## src/verilog/ecr_pkg.sv

```systemverilog
package ecr_pkg;

  // ****************************************
  // register map (index, byte address = 4 * index)
  // ****************************************
  localparam logic [9:0] ECR_IDX_FAULT = 10'h19f;
  localparam logic [9:0] ECR_IDX_SUPPLY = 10'h1a0;
  localparam logic [9:0] ECR_IDX_STATUS = 10'h1a1;
  localparam logic [9:0] ECR_IDX_BOOT = 10'h1a2;
  localparam logic [9:0] ECR_IDX_IRQ_STAT = 10'h1a3;
  localparam logic [9:0] ECR_IDX_IRQ_EN = 10'h1a4;
  localparam logic [9:0] ECR_IDX_IRQ_CLR = 10'h1a5;
  localparam logic [9:0] ECR_IDX_THRESH = 10'h1a6;

  // ****************************************
  // field positions and reset values
  // ****************************************
  localparam int ECR_STAT_VOLT_BIT = 3;
  localparam int ECR_STAT_HIGH_BIT = 11;
  localparam logic [15:0] ECR_FAULT_RST = 16'h0000;
  localparam logic [15:0] ECR_SUPPLY_RST = 16'h0000;
  // supply in millivolts: 15 V and 30 V limits
  localparam logic [15:0] ECR_VLOW_MV = 16'h3a98;
  localparam logic [15:0] ECR_VHIGH_MV = 16'h7530;
  localparam logic [1:0] ECR_IRQ_RST = 2'h0;

  // ****************************************
  // fault codes
  // ****************************************
  localparam logic [15:0] ECR_C_INT = 16'h0001;
  localparam logic [15:0] ECR_C_TIMING = 16'h0002;
  localparam logic [15:0] ECR_C_APP = 16'h0003;
  localparam logic [15:0] ECR_C_COMM = 16'h1001;
  localparam logic [15:0] ECR_C_BADREG = 16'h1002;
  localparam logic [15:0] ECR_C_PARITY = 16'h1101;
  localparam logic [15:0] ECR_C_FRAMING = 16'h1102;
  localparam logic [15:0] ECR_C_OVERRUN = 16'h1103;
  localparam logic [15:0] ECR_C_CHECKSUM = 16'h1104;
  localparam logic [15:0] ECR_C_ILLFUNC = 16'h1105;
  localparam logic [15:0] ECR_C_ILLDIAG = 16'h1106;
  localparam logic [15:0] ECR_C_OVERCUR = 16'h2001;
  localparam logic [15:0] ECR_C_SUP_LOW = 16'h3001;
  localparam logic [15:0] ECR_C_SUP_HIGH = 16'h3002;
  localparam logic [15:0] ECR_C_TEMP_ELEC = 16'h4001;
  localparam logic [15:0] ECR_C_TEMP_WIND = 16'h4002;
  localparam logic [15:0] ECR_C_TORQUE = 16'h5001;
  localparam logic [15:0] ECR_C_LOCKED = 16'h6001;
  localparam logic [15:0] ECR_C_REGERR = 16'h7001;
  localparam int ECR_NFAULT = 19;

  typedef enum logic [1:0] {ECR_BOOT_NORMAL, ECR_BOOT_FACTORY, ECR_BOOT_FIRMWARE} ecr_boot_e;

  // fault event strobes, one bit per code, bit 0 highest priority
  typedef struct packed {
    logic [ECR_NFAULT-1:0] hit;
  } ecr_fault_s;

endpackage

```

## src/verilog/ecr_top.sv

```systemverilog
// How it works
// - fault register holds latest detected error code
// - internal, comms and serial faults map codes
// - physical faults map to their codes
// - input five to seven at power-up: factory
// - input five to six at power-up: firmware
// - supply register takes the measured voltage at each sample strobe
// - status bit set on supply too high
// - status bit 3 below 15V or above 30V
`timescale 1ns/1ps
module ecr_top
  import ecr_pkg::*;
(
  // clock and reset
  input wire logic ref_clk,
  input wire logic rst_n,
  // apb slave
  input wire logic psel,
  input wire logic penable,
  input wire logic pwrite,
  input wire logic [11:0] paddr,
  input wire logic [31:0] pwdata,
  input wire logic [3:0] pstrb,
  output logic [31:0] prdata,
  output logic pready,
  output logic pslverr,
  // fault event strobes from the drive
  input wire ecr_fault_s fault_events,
  // measured supply in millivolts, with its sample strobe
  input wire logic [15:0] supply_mv,
  input wire logic supply_valid,
  // strap pins, only input five is driven by the strap scan
  input wire logic strap_input_five_in,
  input wire logic strap_input_six_in,
  input wire logic strap_input_seven_in,
  output logic strap_input_five_out,
  output logic strap_input_five_oe,
  // boot decision
  output logic boot_factory_restore,
  output logic boot_firmware_mode,
  output logic boot_done,
  // interrupt
  output logic irq
);

  // ****************************************
  // register state
  // ****************************************
  logic [15:0] fault_code_r;
  logic [15:0] fault_code_nxt;
  logic [15:0] supply_r;
  logic volt_bad_r;
  logic volt_high_r;
  logic [1:0] irq_stat_r;
  logic [1:0] irq_stat_nxt;
  logic [1:0] irq_en_r;
  logic [31:0] prdata_r;
  logic pready_r;
  logic pslverr_r;
  logic irq_r;
  ecr_boot_e boot_pick;
  logic boot_factory_r;
  logic boot_firmware_r;
  logic boot_done_r;
  logic [1:0] scan_r;
  logic drive_r;

  // ****************************************
  // fault encode
  // ****************************************
  logic fault_any;
  logic [15:0] fault_new;
  ecr_fault_encode u_enc (
    .faults(fault_events),
    .any(fault_any),
    .code(fault_new)
  );

  assign fault_code_nxt = fault_any ? fault_new : fault_code_r;

  always_ff @(posedge ref_clk)
  begin
    if (!rst_n)
      fault_code_r <= ECR_FAULT_RST;
    else
      fault_code_r <= fault_code_nxt;
  end

  // ****************************************
  // supply monitor
  // ****************************************
  wire volt_low_now = supply_mv < ECR_VLOW_MV;
  wire volt_high_now = supply_mv > ECR_VHIGH_MV;

  always_ff @(posedge ref_clk)
  begin
    if (!rst_n)
      supply_r <= ECR_SUPPLY_RST;
    else if (supply_valid)
      supply_r <= supply_mv;
  end

  always_ff @(posedge ref_clk)
  begin
    if (!rst_n)
    begin
      volt_bad_r <= 1'b0;
      volt_high_r <= 1'b0;
    end
    else if (supply_valid)
    begin
      volt_bad_r <= volt_low_now | volt_high_now;
      volt_high_r <= volt_high_now;
    end
  end

  // ****************************************
  // strap scan at reset release
  // ****************************************
  // input five is driven high then low; a pin that follows it is strapped to it.
  // two phases reject a pin merely held high by a pull-up.
  wire scan_busy = !boot_done_r;
  wire follow_seven = strap_input_seven_in == strap_input_five_out;
  wire follow_six = strap_input_six_in == strap_input_five_out;

  always_ff @(posedge ref_clk)
  begin
    if (!rst_n)
      scan_r <= 2'h0;
    else if (scan_busy)
      scan_r <= scan_r + 2'h1;
  end

  always_ff @(posedge ref_clk)
  begin
    if (!rst_n)
      drive_r <= 1'b0;
    else
      drive_r <= scan_busy & (scan_r != 2'h3);
  end

  logic hit7_r;
  logic hit6_r;

  assign boot_pick = (hit7_r & follow_seven) ? ECR_BOOT_FACTORY :
    (hit6_r & follow_six) ? ECR_BOOT_FIRMWARE : ECR_BOOT_NORMAL;

  always_ff @(posedge ref_clk)
  begin
    if (!rst_n)
    begin
      hit7_r <= 1'b1;
      hit6_r <= 1'b1;
      boot_factory_r <= 1'b0;
      boot_firmware_r <= 1'b0;
      boot_done_r <= 1'b0;
    end
    else if (scan_busy && scan_r != 2'h0)
    begin
      hit7_r <= hit7_r & follow_seven;
      hit6_r <= hit6_r & follow_six;
      if (scan_r == 2'h3)
      begin
        boot_done_r <= 1'b1;
        // outputs come from flops, never from a decode of the choice
        boot_factory_r <= boot_pick == ECR_BOOT_FACTORY;
        boot_firmware_r <= boot_pick == ECR_BOOT_FIRMWARE;
      end
    end
  end

  // phase 1 drives high, phase 2 drives low
  logic five_level_r;
  always_ff @(posedge ref_clk)
  begin
    if (!rst_n)
      five_level_r <= 1'b0;
    else
      five_level_r <= scan_busy & (scan_r == 2'h0);
  end

  assign strap_input_five_out = five_level_r;
  assign strap_input_five_oe = drive_r;
  assign boot_factory_restore = boot_factory_r;
  assign boot_firmware_mode = boot_firmware_r;
  assign boot_done = boot_done_r;

  // ****************************************
  // apb decode
  // ****************************************
  wire setup = psel & !penable;
  wire [9:0] idx = paddr[11:2];
  // writes land at the access edge, where the master samples pready
  wire wr_req = setup & pwrite;
  wire wr = psel & penable & pready_r & pwrite;
  wire rd = setup & !pwrite;
  wire hit_fault = idx == ECR_IDX_FAULT;
  wire hit_supply = idx == ECR_IDX_SUPPLY;
  wire hit_status = idx == ECR_IDX_STATUS;
  wire hit_boot = idx == ECR_IDX_BOOT;
  wire hit_istat = idx == ECR_IDX_IRQ_STAT;
  wire hit_ien = idx == ECR_IDX_IRQ_EN;
  wire hit_iclr = idx == ECR_IDX_IRQ_CLR;
  wire mapped = hit_fault | hit_supply | hit_status | hit_boot | hit_istat | hit_ien | hit_iclr;
  wire ro_write = wr_req & (hit_fault | hit_supply | hit_status | hit_boot | hit_istat);
  wire bad = setup & (!mapped | ro_write);
  wire [15:0] status_word = {4'h0, volt_high_r, 7'h00, volt_bad_r, 3'h0};

  logic [31:0] rd_mux;
  always_comb
  begin
    if (hit_fault)
      rd_mux = {16'h0000, fault_code_r};
    else if (hit_supply)
      rd_mux = {16'h0000, supply_r};
    else if (hit_status)
      rd_mux = {16'h0000, status_word};
    else if (hit_boot)
      rd_mux = {29'h0, boot_done_r, boot_firmware_mode, boot_factory_restore};
    else if (hit_istat)
      rd_mux = {30'h0, irq_stat_r};
    else if (hit_ien)
      rd_mux = {30'h0, irq_en_r};
    else
      rd_mux = 32'h0;
  end

  // answer in the access cycle: pready high at the edge after setup
  always_ff @(posedge ref_clk)
  begin
    if (!rst_n)
    begin
      pready_r <= 1'b0;
      pslverr_r <= 1'b0;
      prdata_r <= 32'h0;
    end
    else
    begin
      pready_r <= setup;
      pslverr_r <= bad;
      prdata_r <= (rd & !bad) ? rd_mux : 32'h0;
    end
  end

  assign pready = pready_r;
  assign pslverr = pslverr_r;
  assign prdata = prdata_r;

  // ****************************************
  // interrupts
  // ****************************************
  // bit 0 new fault, bit 1 supply out of window; set beats clear
  wire [1:0] irq_set = {supply_valid & (volt_low_now | volt_high_now), fault_any};
  wire [1:0] irq_clr = (wr & hit_iclr & pstrb[0]) ? pwdata[1:0] : 2'h0;
  assign irq_stat_nxt = (irq_stat_r & ~irq_clr) | irq_set;

  always_ff @(posedge ref_clk)
  begin
    if (!rst_n)
    begin
      irq_stat_r <= ECR_IRQ_RST;
      irq_en_r <= ECR_IRQ_RST;
      irq_r <= 1'b0;
    end
    else
    begin
      irq_stat_r <= irq_stat_nxt;
      if (wr & hit_ien & pstrb[0])
        irq_en_r <= pwdata[1:0];
      irq_r <= |(irq_stat_nxt & ((wr & hit_ien & pstrb[0]) ? pwdata[1:0] : irq_en_r));
    end
  end

  assign irq = irq_r;

endmodule

```

## src/verilog/ecr_fault_encode.sv

```systemverilog
`timescale 1ns/1ps
module ecr_fault_encode
  import ecr_pkg::*;
(
  // fault strobes
  input wire ecr_fault_s faults,
  // encoded result
  output logic any,
  output logic [15:0] code
);

  // ****************************************
  // code table
  // ****************************************
  function automatic logic [15:0] ecr_code(input int i);
    logic [15:0] c;
    c = ECR_C_INT;
    case (i)
      1: c = ECR_C_TIMING;
      2: c = ECR_C_APP;
      3: c = ECR_C_COMM;
      4: c = ECR_C_BADREG;
      5: c = ECR_C_PARITY;
      6: c = ECR_C_FRAMING;
      7: c = ECR_C_OVERRUN;
      8: c = ECR_C_CHECKSUM;
      9: c = ECR_C_ILLFUNC;
      10: c = ECR_C_ILLDIAG;
      11: c = ECR_C_OVERCUR;
      12: c = ECR_C_SUP_LOW;
      13: c = ECR_C_SUP_HIGH;
      14: c = ECR_C_TEMP_ELEC;
      15: c = ECR_C_TEMP_WIND;
      16: c = ECR_C_TORQUE;
      17: c = ECR_C_LOCKED;
      18: c = ECR_C_REGERR;
      default: c = ECR_C_INT;
    endcase
    return c;
  endfunction

  assign any = |faults.hit;

  // lowest index wins when several faults strike in one cycle
  always_comb
  begin
    code = 16'h0000;
    for (int i = ECR_NFAULT - 1; i >= 0; i--)
    begin
      if (faults.hit[i])
      begin
        code = ecr_code(i);
      end
    end
  end

endmodule

```

## config.mk

```make
export PLATFORM = sky130hd
export DESIGN_NAME = ecr_top
export DESIGN_NICKNAME = d
export VERILOG_FILES = /design/src/verilog/ecr_pkg.sv /design/src/verilog/ecr_top.sv /design/src/verilog/ecr_fault_encode.sv
export SDC_FILE = /design/constraint.sdc
export NUM_CORES = 1
export LEC_CHECK = 0
export ABC_CLOCK_PERIOD_IN_PS = 4300
export BUFFER_PORTS_ARGS = -buffer_cell sky130_fd_sc_hd__buf_4
export CORE_MARGIN = 1.5
export CORE_UTILIZATION = 45
export DETAILED_ROUTE_END_ITERATION = 10
export MAX_ROUTING_LAYER = met4
export PLACE_DENSITY = 0.81
export SYNTH_ARGS = -nofsm -noshare
export SYNTH_HDL_FRONTEND = slang
export SYNTH_HIERARCHICAL = 1
export SYNTH_SLANG_ARGS = --single-unit
```

## constraint.sdc

```tcl
create_clock -name ref_clk -period 4.3 [get_ports ref_clk]
set_input_delay 0.86 -clock ref_clk [delete_from_list [all_inputs] [get_ports ref_clk]]
set_output_delay 0.86 -clock ref_clk [all_outputs]
set_load 0.02 [all_outputs]
```

==> impl_metrics.yaml, run 1 <==
timing:
  slew-limit-headroom_pct: 56.0
  worstMarginPinSlew_ps: 661
  final.setup.tns_ps: 0
  fin_ws_ps: 1810
  fin_crit_sh_pct: 58.0
  period_needed_ps: 2490
  drv_slew: 0
  finClkSkew_ps: 6.60
  finalHoldViolCount: 0
  setup_violations: 0
  rsz0062_at_grt: "no"
  fmax_mhz: 401
critical_path:
  required_ps: 4540
  crit_buf_inv: 2
  crit_chain: "buf_4 > nand4bb_1 > nor3_4 > buf_4 > a21oi_1 > or3_1 > a211oi_1"
  max_stage_delay_ps: 640
  reg2reg_depth: 4
  rrSetupSlack_ps: 2930
  reg2reg_to: "irq"
  critical_path.most_common_cell: "buf_4"
  r2r-start: "pready"
  cp_data_arrival_time_ps: 2730
  critPathKind: "in -> reg"
  cpMaxStageDelayCell: "or3_1"
  startpoint_type: "input port"
  critPathTopFamily: "simple AND/OR/NAND/NOR gates"
  cp.depth: 7
  cp-end-kind: "flip-flop"
  cp_max_fo: 18
grt:
  antenna_found_initial: 0
  grt_pass1_wl_um: 11600
  grt_max_degree: 51
  grt-ovfl-total: 0
  grt_use_total_pct: 19.9
  grt_pass1_vias: 2544
hold_path:
  hold_depth: 2
  hp-class: "reg -> reg"
  min-delay-start: "fault_code_r[11]"
  hold_end: "prdata[11]"
logic_synthesis:
  yosysSeqAreaShare_pct: 40.9
  ys_async_sr_fraction_pct: 0
  synth-edff-count: 0
  synth_cells: 348
  avgSynthCellArea_sq_um: 9.29
  synth-main-ff-cell: "dfxtp_1"
  yosys.area.top_type: "dfxtp_1"
  ys_types: 54
  ys_seq_elements: 66
  netlist_area_sq_um: 3230
  synth_area_leaders: "dfxtp_1 (41%), mux2i_1 (11%), nor2b_1 (7.7%)"
  synthDominantCellAreaShare_pct: 40.9
  yosysWarnings: 6
detailed_routing:
  vias_per_cell: 5.13
  drt-total-wl_um: 7100
  num_vias: 2672
  first_pass_iters: 4
  wl_per_cell_um: 13.6
  post-route-drc-count: 0
  drt_iter0_drc: 166
  antenna_left: 0
placed_design:
  hpwl_um: 5190
  place.gp.congestion: 0.811
  port_buffers: 79
  dp_slack_ps: 1470
power:
  ir_worst_vdd_uv: 176
  leakage_nw: 1.77
  p_per_area_nw_per_um2: 343
finish:
  nets: 515
  diodes: 0
  drive_gt1_share_pct: 24.2
  areaGrowthSynthToFinish_pct: 23.1
clocking:
  clockRootBuffer: "clkbuf_8"
  cts_tree: "yes"
  cts_buffers: 9
  clock-sinks: 66
  postCtsSetupBuffers: 0
  htreeDepth: 3
  max-clock-path-buffers: 2
  ctsResizeCount: 0
  clk_latency_ps: 330
  ctsHoldBuffers: 0
  path_clk_slew_ps: 60
die:
  rows: 30
  io_pins: 132
  die_h_um: 87.7
  die_area_sq_um: 7700
  core_sq_um: 6870
  start_util_pct: 47.0
  dieWidth_um: 87.7
run:
  cap_violations: 0
outcome:
  outcome: "finished, final reports clean"
==> synth_stat cells, drive strengths merged (5+ instances only) <==
cell type and instances:
nor3 10, o21ai 7, dfxtp 66, o31ai 5
nor2b 40, clkbuf 10, a22oi 12, a21oi 9
nor4 6, and2 6, mux2i 35, buf 32
inv 6, nand2 19, nor2 29
==> cell families after synthesis <==
family | Yosys count | share of synthesized area, %
buf+inv | 48 | 9.14
compound gates | 56 | 12.4
mux | 37 | 11.5
xor+xnor | 3 | 0.813
flops | 66 | 40.9
simple gates | 134 | 24.2
other cells | 2 | 0.232
fa+ha+maj | 2 | 0.774
==> worst max-delay path by stage <==
stage,slack (ps),to,from
CTS,1800,prdata[0],paddr[8]
finish,1810,prdata[0],paddr[8]
detailed placement,1470,prdata[0],paddr[8]
floorplan,1910,fault_code_r[0],fault_events[7]
global route,1690,fault_code_r[6],fault_events[7]
global placement,1510,prdata[1],paddr[8]
==> sequential cells by signal (all words and copies together), names as in the netlist <==
register              count
fault_code_r             16
boot_done                 1
supply_r                 16
volt_bad_r                1
hit7_r                    1
boot_firmware_mode        1
irq                       1
prdata                   16
volt_high_r               1
boot_factory_restore      1
strap_input_five_oe       1
hit6_r                    1
strap_input_five_out      1
pslverr                   1
irq_stat_r                2
pready                    1
irq_en_r                  2
scan_r                    2
==> metal layers <==
metal	part of all wire (%)	track usage (%)	vias to the layer above
met5	0	-	-
met4	1.9	8.95	0
met3	4.9	3.20	10
met2	49	31.6	76
met1	44	24.7	1262
li1	-	-	1324
==> cell type report <==
type,instances,area [sq um]
Fill cell,648,2890
Multi-Input combinational cell,257,1700
Sequential cell,66,1320
Timing Repair Buffer,81,608
Clock buffer,13,169
Tap cell,96,120
Clock inverter,2,35.0
Inverter,6,22.5
==> power by group <==
part / internal (mW) / switching, mW
clock network: 0.312 / 0.220
logic: 0.0861 / 0.0901
registers: 0.640 / 0.0172
==> stage by stage <==
stage / hold WS, ps / utilization, % / power, mW / instances / instance area, sq um
2_1_floorplan: 428 / - / 0.785 / 371 / 3320
3_3_place_gp: 441 / 54.9 / 0.839 / 506 / 3770
3_5_place_dp: 449 / 54.9 / 0.846 / 506 / 3770
4_1_cts: 459 / 57.9 / 1.37 / 521 / 3980
5_1_grt: 502 / 57.9 / 1.42 / 521 / 3980
6_report: 459 / 57.9 / 1.36 / 521 / 3980
==> tightest hold or removal path: stages, from the launching register on <==
cell     delay [ps]
dfxtp_1         310
nand2_1          50
a21oi_1          50
==> cells in the final DEF (no fill, tap or decap), types with 6 or more instances in the layout <==
master     n
a21oi_1    9
a22oi_1   12
and2_1     6
buf_4     81
clkbuf_8  12
conb_1    25
dfxtp_1   66
inv_1      6
mux2i_1   35
nand2_1   19
nor2_1    29
nor2b_1   40
nor3_1     8
o21ai_0    7
No activity file was read; power rests on OpenSTA's default activity.
==> run 2, diff against run 1 <==
--- a/config.mk
+++ b/config.mk
@@ -5,13 +5,13 @@
 export SDC_FILE = /design/constraint.sdc
 export NUM_CORES = 1
 export LEC_CHECK = 0
-export ABC_CLOCK_PERIOD_IN_PS = 4300
+export ABC_CLOCK_PERIOD_IN_PS = 2000
 export BUFFER_PORTS_ARGS = -buffer_cell sky130_fd_sc_hd__buf_4
 export CORE_MARGIN = 1.5
-export CORE_UTILIZATION = 45
+export CORE_UTILIZATION = 44
 export DETAILED_ROUTE_END_ITERATION = 10
 export MAX_ROUTING_LAYER = met4
-export PLACE_DENSITY = 0.81
+export PLACE_DENSITY = 0.83
 export SYNTH_ARGS = -nofsm -noshare
 export SYNTH_HDL_FRONTEND = slang
 export SYNTH_HIERARCHICAL = 1
==> constraint.sdc (replaced) <==
create_clock -name ref_clk -period 2 [get_ports ref_clk]
set_input_delay 0.4 -clock ref_clk [delete_from_list [all_inputs] [get_ports ref_clk]]
set_output_delay 0.4 -clock ref_clk [all_outputs]
set_load 0.02 [all_outputs]
==> run 2 against run 1 <==
  * Clock skew hardly changed
  * Cell area rose by 2.5%
  * Wire length did not move
  * Highest routed layer unchanged
==> impl_metrics.yaml, run 2 (synthesized netlist as in run 1, its figures left out) <==
timing:
  rsz0062_at_grt: "no"
  fin_ws_ps: 368
  fin_crit_sh_pct: 81.6
  finClkSkew_ps: 6.59
  final.setup.tns_ps: 0
  fmax_mhz: 613
  drv_slew: 0
  setup_violations: 0
  finalHoldViolCount: 0
  period_needed_ps: 1630
die:
  core_sq_um: 7180
  die_h_um: 88.7
  die_area_sq_um: 7870
  rows: 31
  start_util_pct: 45.0
  dieWidth_um: 88.7
  io_pins: 132
hold_path:
  hold_end: "pslverr"
  min-delay-start: "paddr[4]"
  hp-class: "in -> reg"
  hold_depth: 2
detailed_routing:
  drt_iter0_drc: 95
  antenna_left: 0
  wl_per_cell_um: 13.3
  num_vias: 2650
  vias_per_cell: 4.97
  first_pass_iters: 5
  post-route-drc-count: 0
  drt-total-wl_um: 7100
finish:
  nets: 523
  layout_common_cells: "buf_4 (88), dfxtp_1 (66), nor2b_1 (40)"
  drive_gt1_share_pct: 26.0
  final_common_cell: "buf_4"
  fin_cells: 533
  areaGrowthSynthToFinish_pct: 26.2
  stdcell_area_sq_um: 4080
  diodes: 0
critical_path:
  crit_chain: "buf_4 > nand4bb_1 > nor3_4 > a21oi_1 > or3_1 > buf_12 > a21oi_1"
  reg2reg_to: "irq"
  cp-end-kind: "flip-flop"
  cp.depth: 7
  cpMaxStageDelayCell: "or3_1"
  cp_data_arrival_time_ps: 1900
  required_ps: 2270
  critical_path.most_common_cell: "a21oi_1"
  critPathTopFamily: "simple AND/OR/NAND/NOR gates"
  crit_buf_inv: 2
  r2r-start: "pready"
  reg2reg_depth: 4
  critPathKind: "in -> reg"
  cp_max_fo: 14
  rrSetupSlack_ps: 620
  startpoint_type: "input port"
  max_stage_delay_ps: 440
grt:
  antenna_found_initial: 0
  grt_use_total_pct: 19.7
  grt_max_degree: 50
  grt-ovfl-total: 0
  grt_pass1_wl_um: 11500
  grt_pass1_vias: 2522
power:
  leakage_nw: 1.81
  ir_worst_vdd_uv: 439
  p_per_area_nw_per_um2: 750
clocking:
  clk_latency_ps: 350
  cts_tree: "yes"
  postCtsSetupBuffers: 0
  ctsHoldBuffers: 0
  path_clk_slew_ps: 80
  clockRootBuffer: "clkbuf_8"
  cts_buffers: 9
  clock-sinks: 66
  htreeDepth: 3
  ctsResizeCount: 0
  max-clock-path-buffers: 2
placed_design:
  placed_area_sq_um: 3850
  placed_cells: 517
  place.gp.congestion: 0.850
  hpwl_um: 5230
  port_buffers: 79
  dp_slack_ps: 40.4
run:
  cap_violations: 0
outcome:
  outcome: "finished, final reports clean"
## run 2: worst max-delay path by stage
stage	endpoint	slack (ps)	from
2_1_floorplan	fault_code_r[0]	70	fault_events[7]
3_3_place_gp	fault_code_r[13]	50	fault_events[7]
3_5_place_dp	fault_code_r[8]	40	fault_events[7]
4_1_cts	prdata[11]	400	paddr[8]
5_1_grt	fault_code_r[9]	210	fault_events[4]
6_report	prdata[11]	370	paddr[8]
## run 2: layout make-up
class	instances	area (sq um)
multi-input combinational	257	1700
fill	648	3100
sequential	66	1320
tap	99	124
inverter	6	22.5
clock inverter	6	90.1
clock buffer	10	138
timing repair buffer	89	681
## run 2: per-layer routing
layer | vias to the layer above | part of all wire (%) | track usage (%)
met5 | - | 0 | -
met3 | 11 | 6.1 | 3.92
li1 | 1337 | - | -
met4 | 0 | 1.2 | 8.52
met1 | 1219 | 47 | 25.4
met2 | 83 | 46 | 30.1
## run 2: per-stage QoR
stage / hold WS, ps / total power, mW / utilization, %
6_report: 286 / 3.06 / 56.8
5_1_grt: 291 / 3.19 / 56.8
4_1_cts: 269 / 3.08 / 56.8
3_5_place_dp: 447 / 1.82 / 53.7
3_3_place_gp: 442 / 1.81 / 53.7
2_1_floorplan: 428 / 1.69 / -
## run 2: power breakdown
| group | internal [mW] | total, mW | switching (mW) |
|---|---|---|---|
| registers | 1.37 | 1.41 | 0.0378 |
| logic | 0.189 | 0.383 | 0.194 |
| clock network | 0.735 | 1.26 | 0.528 |
| total | 2.30 | 3.06 | 0.760 |
